[src/hw/pafo_pkg.sv]
// Purpose: Shared constants and carriers for the port override block
// Assumes: 32-bit Avalon-MM register slave, word-aligned registers
// Notes: Offsets are byte addresses
`default_nettype none
package pafo_pkg;
    localparam int unsigned PAFO_AW = 6;
    localparam logic [5:0] PAFO_OFS_PB_OUT = 6'h00;
    localparam logic [5:0] PAFO_OFS_PB_DIR = 6'h04;
    localparam logic [5:0] PAFO_OFS_PB_IN = 6'h08;
    localparam logic [5:0] PAFO_OFS_PD_OUT = 6'h0C;
    localparam logic [5:0] PAFO_OFS_PD_DIR = 6'h10;
    localparam logic [5:0] PAFO_OFS_PE_OUT = 6'h14;
    localparam logic [5:0] PAFO_OFS_PE_DIR = 6'h18;
    localparam logic [5:0] PAFO_OFS_PE_IN = 6'h1C;
    localparam logic [5:0] PAFO_OFS_CTRL = 6'h20;
    localparam logic [7:0] PAFO_RST_PB_OUT = 8'h00;
    localparam logic [7:0] PAFO_RST_PB_DIR = 8'h00;
    localparam logic [7:0] PAFO_RST_PD_OUT = 8'h00;
    localparam logic [7:0] PAFO_RST_PD_DIR = 8'h00;
    localparam logic [3:0] PAFO_RST_PE = 4'h0;
    localparam logic [3:0] PAFO_RST_CTRL = 4'h0;
    // Control register fields
    localparam int unsigned PAFO_CTRL_SPI_EN = 0;
    localparam int unsigned PAFO_CTRL_SPI_MST = 1;
    localparam int unsigned PAFO_CTRL_INT_RC = 2;
    localparam int unsigned PAFO_CTRL_XTAL_OSC = 3;
    // Port E bits
    localparam int unsigned PAFO_PE_RST = 0;
    localparam int unsigned PAFO_PE_XIN = 1;
    localparam int unsigned PAFO_PE_XOUT = 2;
    localparam int unsigned PAFO_PE_ANALOG_REFERENCE_PIN = 3;
    localparam logic [31:0] PAFO_UNMAPPED = 32'h00000000;

    typedef struct packed {
        logic [7:0] pb;
        logic [7:0] pd;
        logic [3:0] pe;
    } pafo_pins_t;
endpackage
`default_nettype wire

[src/hw/pafo_port.sv]
// Purpose: Port B/D/E registers with alternate function pin overrides
// Assumes: Fuses are static levels; pin levels are asynchronous
// Notes: Bus answers every access with one wait state
`default_nettype none
module pafo_port
    import pafo_pkg::*;
(
    input wire logic sys_clk,
    input wire logic rst_n,
    input wire logic [PAFO_AW-1:0] avs_address,
    input wire logic avs_read,
    input wire logic avs_write,
    input wire logic [31:0] avs_writedata,
    input wire logic [3:0] avs_byteenable,
    output logic [31:0] avs_readdata,
    output logic avs_waitrequest,
    input wire logic clock_out_fuse,
    input wire logic reset_pin_disable_fuse,
    input wire logic clkdiv_in,
    input wire pafo_pins_t pin_in,
    output pafo_pins_t pin_out,
    output pafo_pins_t pin_oe,
    output pafo_pins_t pin_pullup,
    output logic spi_slave_active,
    output logic ext_reset_req,
    output logic ext_interrupt2_input
);

    // ==========================================================
    // Reset release and input synchronisers
    logic [1:0] rst_sync_q;
    logic rst_i_n;
    always_ff @(posedge sys_clk or negedge rst_n) begin
        if (!rst_n) begin
            rst_sync_q <= 2'b00;
        end else begin
            rst_sync_q <= {rst_sync_q[0], 1'b1};
        end
    end
    assign rst_i_n = rst_sync_q[1];

    pafo_pins_t pin_s1_q, pin_s2_q;
    always_ff @(posedge sys_clk or negedge rst_i_n) begin
        if (!rst_i_n) begin
            pin_s1_q <= '0;
            pin_s2_q <= '0;
        end else begin
            pin_s1_q <= pin_in;
            pin_s2_q <= pin_s1_q;
        end
    end

    // ==========================================================
    // Register file
    logic [7:0] pb_out_q, pb_out_d, pb_dir_q, pb_dir_d;
    logic [7:0] pd_out_q, pd_out_d, pd_dir_q, pd_dir_d;
    logic [3:0] pe_out_q, pe_out_d, pe_dir_q, pe_dir_d;
    logic [3:0] ctrl_q, ctrl_d;
    logic ack_q, ack_d, wait_q, wait_d;
    logic [31:0] rdata_q, rdata_d;
    logic req;
    logic reset_pin_mode;
    logic [3:0] pe_in_view;

    function automatic logic [7:0] be_merge(input logic [7:0] old,
                                           input logic [7:0] wd,
                                           input logic be);
        be_merge = be ? wd : old;
    endfunction

    function automatic logic hit(input logic [PAFO_AW-1:0] a,
                                 input logic [5:0] ofs);
        hit = (a == ofs);
    endfunction

    assign req = (avs_read | avs_write) & ~ack_q;
    // Fuse unprogrammed, pin belongs to reset
    assign reset_pin_mode = ~reset_pin_disable_fuse;

    always_comb begin
        pe_in_view = pin_s2_q.pe;
        pe_in_view[PAFO_PE_ANALOG_REFERENCE_PIN] = 1'b0;
        if (reset_pin_mode) begin
            pe_in_view[PAFO_PE_RST] = 1'b0;
        end
    end

    always_comb begin
        pb_out_d = pb_out_q;
        pb_dir_d = pb_dir_q;
        pd_out_d = pd_out_q;
        pd_dir_d = pd_dir_q;
        pe_out_d = pe_out_q;
        pe_dir_d = pe_dir_q;
        ctrl_d = ctrl_q;
        ack_d = req;
        wait_d = ~req;
        rdata_d = rdata_q;
        // Write lands on the acknowledge edge only
        if (avs_write && req) begin
            if (hit(avs_address, PAFO_OFS_PB_OUT)) begin
                pb_out_d = be_merge(pb_out_q, avs_writedata[7:0], avs_byteenable[0]);
            end
            if (hit(avs_address, PAFO_OFS_PB_DIR)) begin
                pb_dir_d = be_merge(pb_dir_q, avs_writedata[7:0], avs_byteenable[0]);
            end
            if (hit(avs_address, PAFO_OFS_PD_OUT)) begin
                pd_out_d = be_merge(pd_out_q, avs_writedata[7:0], avs_byteenable[0]);
            end
            if (hit(avs_address, PAFO_OFS_PD_DIR)) begin
                pd_dir_d = be_merge(pd_dir_q, avs_writedata[7:0], avs_byteenable[0]);
            end
            if (hit(avs_address, PAFO_OFS_PE_OUT) && avs_byteenable[0]) begin
                pe_out_d = avs_writedata[3:0];
            end
            if (hit(avs_address, PAFO_OFS_PE_DIR) && avs_byteenable[0]) begin
                pe_dir_d = avs_writedata[3:0];
            end
            if (hit(avs_address, PAFO_OFS_CTRL) && avs_byteenable[0]) begin
                ctrl_d = avs_writedata[3:0];
            end
        end
        if (avs_read && req) begin
            case (avs_address)
                PAFO_OFS_PB_OUT: rdata_d = {24'h000000, pb_out_q};
                PAFO_OFS_PB_DIR: rdata_d = {24'h000000, pb_dir_q};
                PAFO_OFS_PB_IN: rdata_d = {24'h000000, pin_s2_q.pb};
                PAFO_OFS_PD_OUT: rdata_d = {24'h000000, pd_out_q};
                PAFO_OFS_PD_DIR: rdata_d = {24'h000000, pd_dir_q};
                PAFO_OFS_PE_OUT: rdata_d = {28'h0000000,
                    pe_out_q & {3'h7, ~reset_pin_mode}};
                PAFO_OFS_PE_DIR: rdata_d = {28'h0000000,
                    pe_dir_q & {3'h7, ~reset_pin_mode}};
                PAFO_OFS_PE_IN: rdata_d = {28'h0000000, pe_in_view};
                PAFO_OFS_CTRL: rdata_d = {28'h0000000, ctrl_q};
                default: rdata_d = PAFO_UNMAPPED;
            endcase
        end
    end

    always_ff @(posedge sys_clk or negedge rst_i_n) begin
        if (!rst_i_n) begin
            pb_out_q <= PAFO_RST_PB_OUT;
            pb_dir_q <= PAFO_RST_PB_DIR;
            pd_out_q <= PAFO_RST_PD_OUT;
            pd_dir_q <= PAFO_RST_PD_DIR;
            pe_out_q <= PAFO_RST_PE;
            pe_dir_q <= PAFO_RST_PE;
            ctrl_q <= PAFO_RST_CTRL;
            ack_q <= 1'b0;
            wait_q <= 1'b1;
            rdata_q <= 32'h00000000;
        end else begin
            pb_out_q <= pb_out_d;
            pb_dir_q <= pb_dir_d;
            pd_out_q <= pd_out_d;
            pd_dir_q <= pd_dir_d;
            pe_out_q <= pe_out_d;
            pe_dir_q <= pe_dir_d;
            ctrl_q <= ctrl_d;
            ack_q <= ack_d;
            wait_q <= wait_d;
            rdata_q <= rdata_d;
        end
    end

    always_comb begin
        // Own flop, so the master never sees a gate
        avs_waitrequest = wait_q;
        avs_readdata = rdata_q;
    end

    // ==========================================================
    // Pin override logic
    logic spi_slave, spi_master, xout_taken, xin_taken;
    pafo_pins_t out_d, oe_d, pu_d;
    pafo_pins_t out_q, oe_q, pu_q;
    logic ssa_q, ssa_d, rreq_q, rreq_d, eint_q, eint_d;

    assign spi_slave = ctrl_q[PAFO_CTRL_SPI_EN] & ~ctrl_q[PAFO_CTRL_SPI_MST];
    assign spi_master = ctrl_q[PAFO_CTRL_SPI_EN] & ctrl_q[PAFO_CTRL_SPI_MST];
    assign xout_taken = ctrl_q[PAFO_CTRL_XTAL_OSC];
    assign xin_taken = ~ctrl_q[PAFO_CTRL_INT_RC];

    always_comb begin
        out_d.pb = pb_out_q;
        oe_d.pb = pb_dir_q;
        pu_d.pb = pb_out_q & ~pb_dir_q;
        out_d.pd = pd_out_q;
        oe_d.pd = pd_dir_q;
        pu_d.pd = pd_out_q & ~pd_dir_q;
        out_d.pe = pe_out_q;
        oe_d.pe = pe_dir_q;
        pu_d.pe = pe_out_q & ~pe_dir_q;
        if (spi_master) begin
            oe_d.pd[0] = pd_dir_q[0];
        end
        if (spi_slave) begin
            oe_d.pd[0] = 1'b0;
            pu_d.pd[0] = pd_out_q[0];
        end
        if (xout_taken) begin
            oe_d.pe[PAFO_PE_XOUT] = 1'b0;
            pu_d.pe[PAFO_PE_XOUT] = 1'b0;
        end
        if (xin_taken) begin
            oe_d.pe[PAFO_PE_XIN] = 1'b0;
            pu_d.pe[PAFO_PE_XIN] = 1'b0;
        end
        // Reset pin not usable as I/O
        if (reset_pin_mode) begin
            oe_d.pe[PAFO_PE_RST] = 1'b0;
            out_d.pe[PAFO_PE_RST] = 1'b0;
            pu_d.pe[PAFO_PE_RST] = 1'b1;
        end
        pu_d.pe[PAFO_PE_ANALOG_REFERENCE_PIN] = 1'b0;
        // Divided clock overrides data and direction
        if (clock_out_fuse) begin
            out_d.pd[0] = clkdiv_in;
            oe_d.pd[0] = 1'b1;
            pu_d.pd[0] = 1'b0;
        end
        // Slave active only while select low
        ssa_d = spi_slave & ~pin_s2_q.pd[0];
        rreq_d = reset_pin_mode & ~pin_s2_q.pe[PAFO_PE_RST];
        // Interrupt input follows the pin in either fuse setting
        eint_d = pin_s2_q.pe[PAFO_PE_RST];
    end

    always_ff @(posedge sys_clk or negedge rst_i_n) begin
        if (!rst_i_n) begin
            out_q <= '0;
            oe_q <= '0;
            pu_q <= '0;
            ssa_q <= 1'b0;
            rreq_q <= 1'b0;
            eint_q <= 1'b0;
        end else begin
            out_q <= out_d;
            oe_q <= oe_d;
            pu_q <= pu_d;
            ssa_q <= ssa_d;
            rreq_q <= rreq_d;
            eint_q <= eint_d;
        end
    end

    logic divided_clock_output_q;
    always_ff @(posedge sys_clk) begin
        divided_clock_output_q <= clkdiv_in;
    end

    always_comb begin
        pin_out = out_q;
        pin_oe = oe_q;
        pin_pullup = pu_q;
        if (clock_out_fuse) begin
            pin_out.pd[0] = divided_clock_output_q;
            pin_oe.pd[0] = 1'b1;
        end
        spi_slave_active = ssa_q;
        ext_reset_req = rreq_q;
        ext_interrupt2_input = eint_q;
    end
endmodule
`default_nettype wire

[config.mk]
export PLATFORM = sky130hd
export DESIGN_NAME = pafo_port
export DESIGN_NICKNAME = d
export VERILOG_FILES = /design/src/hw/pafo_pkg.sv /design/src/hw/pafo_port.sv
export SDC_FILE = /design/constraint.sdc
export NUM_CORES = 1
export LEC_CHECK = 0
export BUFFER_PORTS_ARGS = -buffer_cell sky130_fd_sc_hd__buf_2
export CAP_MARGIN = 25
export CORE_UTILIZATION = 51
export CTS_CLUSTER_SIZE = 16
export DETAILED_ROUTE_END_ITERATION = 7
export GPL_TIMING_DRIVEN = 1
export HOLD_SLACK_MARGIN = 0.06
export MAX_ROUTING_LAYER = met4
export PLACE_DENSITY = 0.85
export SYNTH_ARGS = -nofsm -noshare
export SYNTH_HDL_FRONTEND = slang
export SYNTH_SLANG_ARGS = --single-unit
[constraint.sdc]
create_clock -name sys_clk -period 6.4 [get_ports sys_clk]
set_clock_uncertainty 0.2 [all_clocks]
set_input_delay 0.32 -clock sys_clk [delete_from_list [all_inputs] [get_ports sys_clk]]
set_output_delay 0.32 -clock sys_clk [all_outputs]
set_load 0.01 [all_outputs]
==> impl_results.md, run 1 <==
* DRC marker count from the first detailed-route iteration at 122
* Max-slew violations at 0
* Flip-flop and latch count after synthesis at 143
* Worst skew pair latency at 0.52 ns
* IO buf count at 104
* Vias at 3148
* Clock-pin slew on the worst setup and hold paths at 0.06 ns
* Fin nets at 558
* Clk network pwr share at 0.443
* Setup TNS at 0 ns
* GR Overflow Total at 0
* Share of layout cells above drive strength 1 at 0.396
* Main synth FF type: dfrtp_1
* Leading area contributor after synthesis: dfrtp_1
* Comb power frac at 0.070
* Fmax at 0.416 GHz
* Vias/cell at 4.93
* First-pass GRT wire length at 16500 um
* Routed len/inst at 16.0 um
* Setup crit end kind: flop
* Vias in the first global route at 3216
* Clk sink count at 143
* H-tree depth at 4
* Final setup violation count at 0
* Final cell count without fillers at 638
* Largest net degree at the start of global routing at 76
* CTS root buffer: clkbuf_8
* Net Sw Power at 469 uW
* CP max FO at 14
* Drc violations at 0
* Die X at 106 um
* MaxCap Viol Count at 0
* Critical path launch point type: flop
* Slew @ Worst Pin at 0.944 ns
* CTS Buffer Depth at 2
* YS warnings at 0
* Worst VDD drop at 173 uV
* Area Overhead vs Synth at 20.4%
* Asr flop ratio synth at 0.993
* Site row count at 37
* Tmin final at 2.41 ns
* Drt first pass iters at 4
* Final Hold Fails at 0
* Int Pwr at 1560 uW
* Post-synth top area share at 0.640
* Net Sw Frac at 0.232
* Fin crit share at 0.376
* Post-DRT Antenna Nets at 0
* Worst EP arrival at 2.66 ns
* CTS tree: yes
* Cell variety after synth at 49
* Outcome: completed
* Number of enable flip-flop cells after synthesis at 0
* Initial antenna violation count at 0
* Pwr/cell area at 305 nW/um^2
* Hold Path Class: in2reg
* Die area at 11200 um^2
* Cts bufs inserted at 17
* Sequential area share after synthesis at 0.648
* # placed instances at 576
* Gate Count Post-Synth at 382
* GR Util met2 at 0.328
* WL final at 10200 um
* Core box area at 10400 um^2
* Leak at 0.00349 uW
* Die H at 106 um
* Initial core utilization at 0.529
* Global Route met1 Usage at 0.245
* Mapped Area at 5510 um^2
* Most frequent cell after synthesis: dfrtp_1
* RSZ-0062 raised after global routing: no
* Post-CTS Resized at 0
* Flop pwr share at 0.487
* Max-slew headroom at 0.365
* Diode count at 0
* HPWL after DPL at 6740 um
* Mapped Avg Cell Area at 14.4 um^2
* Busiest grt layer: met2
* Total power at 2030 uW
* I/O pin count at 165
* Top cells by area, synth: dfrtp_1, mux2_2, buf_4
* GR Layer Usage met3 at 0.0552
* GRT Total Usage at 0.205
* GPL Wtd Cong at 0.830
* Top cells by count, synth: dfrtp_1, buf_4, mux2_2
* Worst EP required at 6.66 ns
* Worst setup path category: reg2reg
-- cells by family (layout without fill, tap and decap cells) --
| family | count (synthesis) | count (layout) | share of synthesized area |
|---|---|---|---|
| flops | 143 | 143 | 0.648 |
| buf+inv | 78 | 174 | 0.0998 |
| simple gates | 70 | 70 | 0.0835 |
| mux | 57 | 57 | 0.127 |
| compound gates | 32 | 32 | 0.0397 |
| other cells | 2 | 26 | 0.00136 |
-- power groups by stage --
| stage | Sequential [uW] | Clock [uW] | Combinational (uW) |
|---|---|---|---|
| 2_1_floorplan | 1010 | 0 | 95.7 |
| 3_3_place_gp | 999 | 0 | 125 |
| 3_5_place_dp | 1000 | 0 | 129 |
| 4_1_cts | 987 | 916 | 144 |
| 5_1_grt | 994 | 953 | 157 |
| 6_report | 986 | 897 | 143 |
-- cells in the final DEF, fill, tap and decap left out, drive strengths merged, types with 2 or more instances in the layout --
cell type,synthesis,layout
a22oi,3,3
mux2i,6,6
dlygate4sd3,0,30
nor4,3,3
dfrtp,141,141
conb,2,26
a221o,4,4
o21ai,8,8
clkinv,0,5
nand3b,2,2
buf,68,105
mux4,6,6
nand2b,5,5
and2,7,7
nor3,2,2
clkinvlp,0,5
nor2b,16,16
nor2,12,12
a21oi,7,7
clkbuf,3,20
nand2,14,14
nand3,2,2
inv,7,8
mux2,45,45
-- final timing paths --
path / depth (start not counted) / slack, ns / startpoint / endpoint
worst max register to register: 4 / 3.99 / ack_q / avs_readdata[2]
worst min-delay path: 3 / 0.13 / avs_address[4] / avs_readdata[1]
max in group asynchronous: 1 / 4.38 / rst_sync_q[1] / pin_oe[18]
worst max-delay path: 4 / 3.99 / ack_q / avs_readdata[2]
worst min register to register: 0 / 0.15 / pin_s1_q[16] / pin_s2_q[16]
min in group asynchronous: 0 / 0.22 / rst_sync_q[1] / pin_out[13]
-- per-layer routing --
| metal | wire length (um) | vias to the layer above |
|---|---|---|
| li1 | - | 1435 |
| met1 | 4200 | 1589 |
| met2 | 5190 | 105 |
| met3 | 598 | 19 |
| met4 | 199 | 0 |
| met5 | 0 | - |
-- registers in the layout, summed over array words and instances (netlist names), 4 cells and up --
signal and flops:
ctrl_q 4, pd_dir_q 8, pin_oe 19, pe_out_q 4
pb_out_q 8, pd_out_q 8, pin_pullup 19, pin_s2_q 9
pin_s1_q 12, pin_out 19, avs_readdata 8, pe_dir_q 4
pb_dir_q 8
-- through the flow --
stage	hold slack, ns	cell area (um^2)	setup WS, ns	utilization
2_1_floorplan	-0.176	5600	1.95	-
3_3_place_gp	-0.0946	5780	3.98	0.555
3_5_place_dp	-0.0917	5780	3.94	0.555
4_1_cts	0.100	6640	4.01	0.637
5_1_grt	0.146	6640	3.87	0.637
6_report	0.129	6640	3.99	0.637
-- cell type report --
type,instances,area [um^2]
fillers,773,3780
flip-flops and latches,143,3580
multi-input cells,185,1480
repair buffers,135,828
clock buffers,20,445
well taps,136,170
clock inverters,12,113
inverters,7,26.3
-- worst max-delay path: stages (launching register included) --
cell and delay [ns]:
dfrtp_1 0.40, nand2b_1 0.43, nor4_1 0.90, and2_1 0.26, a221o_1 0.16
-- what timing repair did --
action | 4_1_cts | 5_1_grt
endpoints found under the hold margin | 71 | 0
hold buffers | 30 | 0
buffers inserted | 0 | 0
setup endpoints to repair | 0 | 0
Note: power is estimated with default switching activity, not from simulation.
==> run 2, diff against run 1 <==
Clock period 6.4 ns to 2.5 ns, I/O delays scaled along.
==> run 2 against run 1 <==
Compared with the run above: final area rose by 3.9%; final cell count increased by 3.3%; die area unchanged; wire length is 5.5% higher; combinational power increased to 2.8 times the previous value; worst setup slack got worse by 3.9 ns; sequential power rose to 2.6 times the previous value; first-iteration DRC count rose by 14%; total power grew to 2.6 times the previous value; via count is 3.3% higher.
==> impl_results.md, run 2 (same netlist as run 1, synthesis figures left out) <==
* Outcome: completed
* Fmax at 0.417 GHz
* Crit-path cells: dlygate4sd3_1, buf_2, nor4_4, dlygate4sd3_1, buf_4, nand3_4, mux2_2
* Slew @ Worst Pin at 0.616 ns (-0.329 ns)
* Slowest CP cell: dlygate4sd3_1
* Pwr/cell area at 774 nW/um^2 (+150%)
* Initial core utilization at 0.529 (unchanged)
* Die H at 106 um (unchanged)
* Placed standard-cell area at 5840 um^2 (+0.95%)
* Worst EP arrival at 2.60 ns (-0.06 ns)
* Worst setup path category: in2reg
* RR Startpoint: ack_q
* WL final at 10800 um (+5.5%)
* Setup crit end kind: flop
* Final setup violation count at 0 (unchanged)
* Area Overhead vs Synth at 25.1%
* HPWL after DPL at 6900 um (+2.4%)
* Drc violations at 0 (unchanged)
* Leak at 0.00360 uW (+3.1%)
* Largest net degree at the start of global routing at 56 (-26%)
* Vias in the first global route at 3412 (+6.1%)
* Worst skew pair latency at 0.52 ns (about the same)
* I/O pin count at 165 (unchanged)
* Global Route met1 Usage at 0.241 (-0.00400)
* Diode count at 0 (unchanged)
* CTS root buffer: clkbuf_8
* Core box area at 10400 um^2 (unchanged)
* Fin crit share at 0.958
* CP dominant cell by count: dlygate4sd3_1
* IO buf count at 104 (unchanged)
* # placed instances at 580 (+0.69%)
* Die area at 11200 um^2 (unchanged)
* CTS tree: yes
* Busiest grt layer: met2
* Critical path launch point type: input pin
* H-tree depth at 4 (unchanged)
* RSZ-0062 raised after global routing: no
* GR Layer Usage met3 at 0.0625 (+0.00736)
* Final Hold Fails at 0 (unchanged)
* CTS Buffer Depth at 2 (unchanged)
* CP max FO at 8 (-6)
* Die X at 106 um (unchanged)
* GR Overflow Total at 0 (unchanged)
* Fin nets at 579 (+3.8%)
* DRC marker count from the first detailed-route iteration at 139 (+14%)
* Clk sink count at 143 (unchanged)
* First-pass GRT wire length at 17100 um (+4.1%)
* Site row count at 37 (unchanged)
* Hold Path Class: reg2async
* Vias/cell at 4.93 (about the same)
* Final cell count without fillers at 659 (+3.3%)
* Post-route setup slack at 0.105 ns (-3.89 ns)
* GR Util met2 at 0.359 (+0.0317)
* Max-slew violations at 0 (unchanged)
* Post-CTS Setup Inserts at 0 (unchanged)
* Clock-pin slew on the worst setup and hold paths at 0.06 ns (about the same)
* Worst setup path start: avs_address[5]
* Vias at 3251 (+3.3%)
* Most frequent cells in the layout: dfrtp_1, buf_2, dlygate4sd3_1
* Commonest non-fill, non-tap cell in the layout: dfrtp_1
* GRT Total Usage at 0.214 (+0.00819)
* GPL Wtd Cong at 0.846 (+1.9%)
* Initial antenna violation count at 0 (unchanged)
* Worst VDD drop at 458 uV (+160%)
* Routed len/inst at 16.3 um (+2.2%)
* Setup TNS at 0 ns (unchanged)
* Tmin final at 2.40 ns
* Drt first pass iters at 4 (unchanged)
* Post-DRT Antenna Nets at 0 (unchanged)
* Share of layout cells above drive strength 1 at 0.388 (-0.00827)
* Cts bufs inserted at 17 (unchanged)
* Final design area excluding fillers at 6900 um^2 (+3.9%)
* Pre-CTS worst setup slack at 0.428 ns (-3.51 ns)
* Worst EP required at 2.70 ns (-3.96 ns)
* MaxCap Viol Count at 0 (unchanged)
* Worst path max stage delay at 0.62 ns (-0.28 ns)
* Max-slew headroom at 0.589 (+0.225)
run 2: what timing repair did:
item	in CTS	in global routing
endpoints found under the hold margin	76	0
endpoints found under the setup margin	0	8
hold buffers	47	0
gates resized for setup	0	1
run 2: layer usage:
| metal | vias to the layer above | part of all wire |
|---|---|---|
| met3 | 10 | 0.057 |
| met5 | - | 0 |
| met2 | 112 | 0.53 |
| li1 | 1470 | - |
| met4 | 0 | 0.0092 |
| met1 | 1659 | 0.40 |
run 2: area by class of cell:
cell class | count | area [um^2]
clock inverter | 12 | 136
timing repair buffer | 156 | 1050
sequential | 143 | 3580
clock buffer | 20 | 445
multi-input combinational | 185 | 1490
fill | 752 | 3520
tap | 136 | 170
inverter | 7 | 26.3
run 2: stage by stage:
step	hold WS, ns	power [uW]	utilization
finish	0.103	5340	0.662
detailed placement	-0.288	2910	0.560
global placement	-0.289	2890	0.560
global route	0.0909	5550	0.662
CTS	0.0785	5380	0.661
floorplan	-0.371	2820	-
run 2: power by group:
group / internal (uW) / switching (uW)
clock: 1470 / 940
combinational: 196 / 210
sequential: 2440 / 76.1
run 2: final timing paths:
path | end | slack (ns) | cells past startpoint
max | pb_out_q[5] | 0.10 | 7
min | pin_s1_q[18] | 0.10 | 0
max reg2reg | pe_out_q[0] | 0.39 | 4
min reg2reg | pin_s1_q[18] | 0.10 | 0
max in group asynchronous | avs_waitrequest | 1.30 | 1
min in group sys_clk | avs_readdata[1] | 0.13 | 3
run 2: critical path: cells and delay by family:
kind / cells / cell delay (ns)
buffers and inverters: 4 / 1.52
muxes: 1 / 0.34
and+or+nand+nor: 2 / 0.61
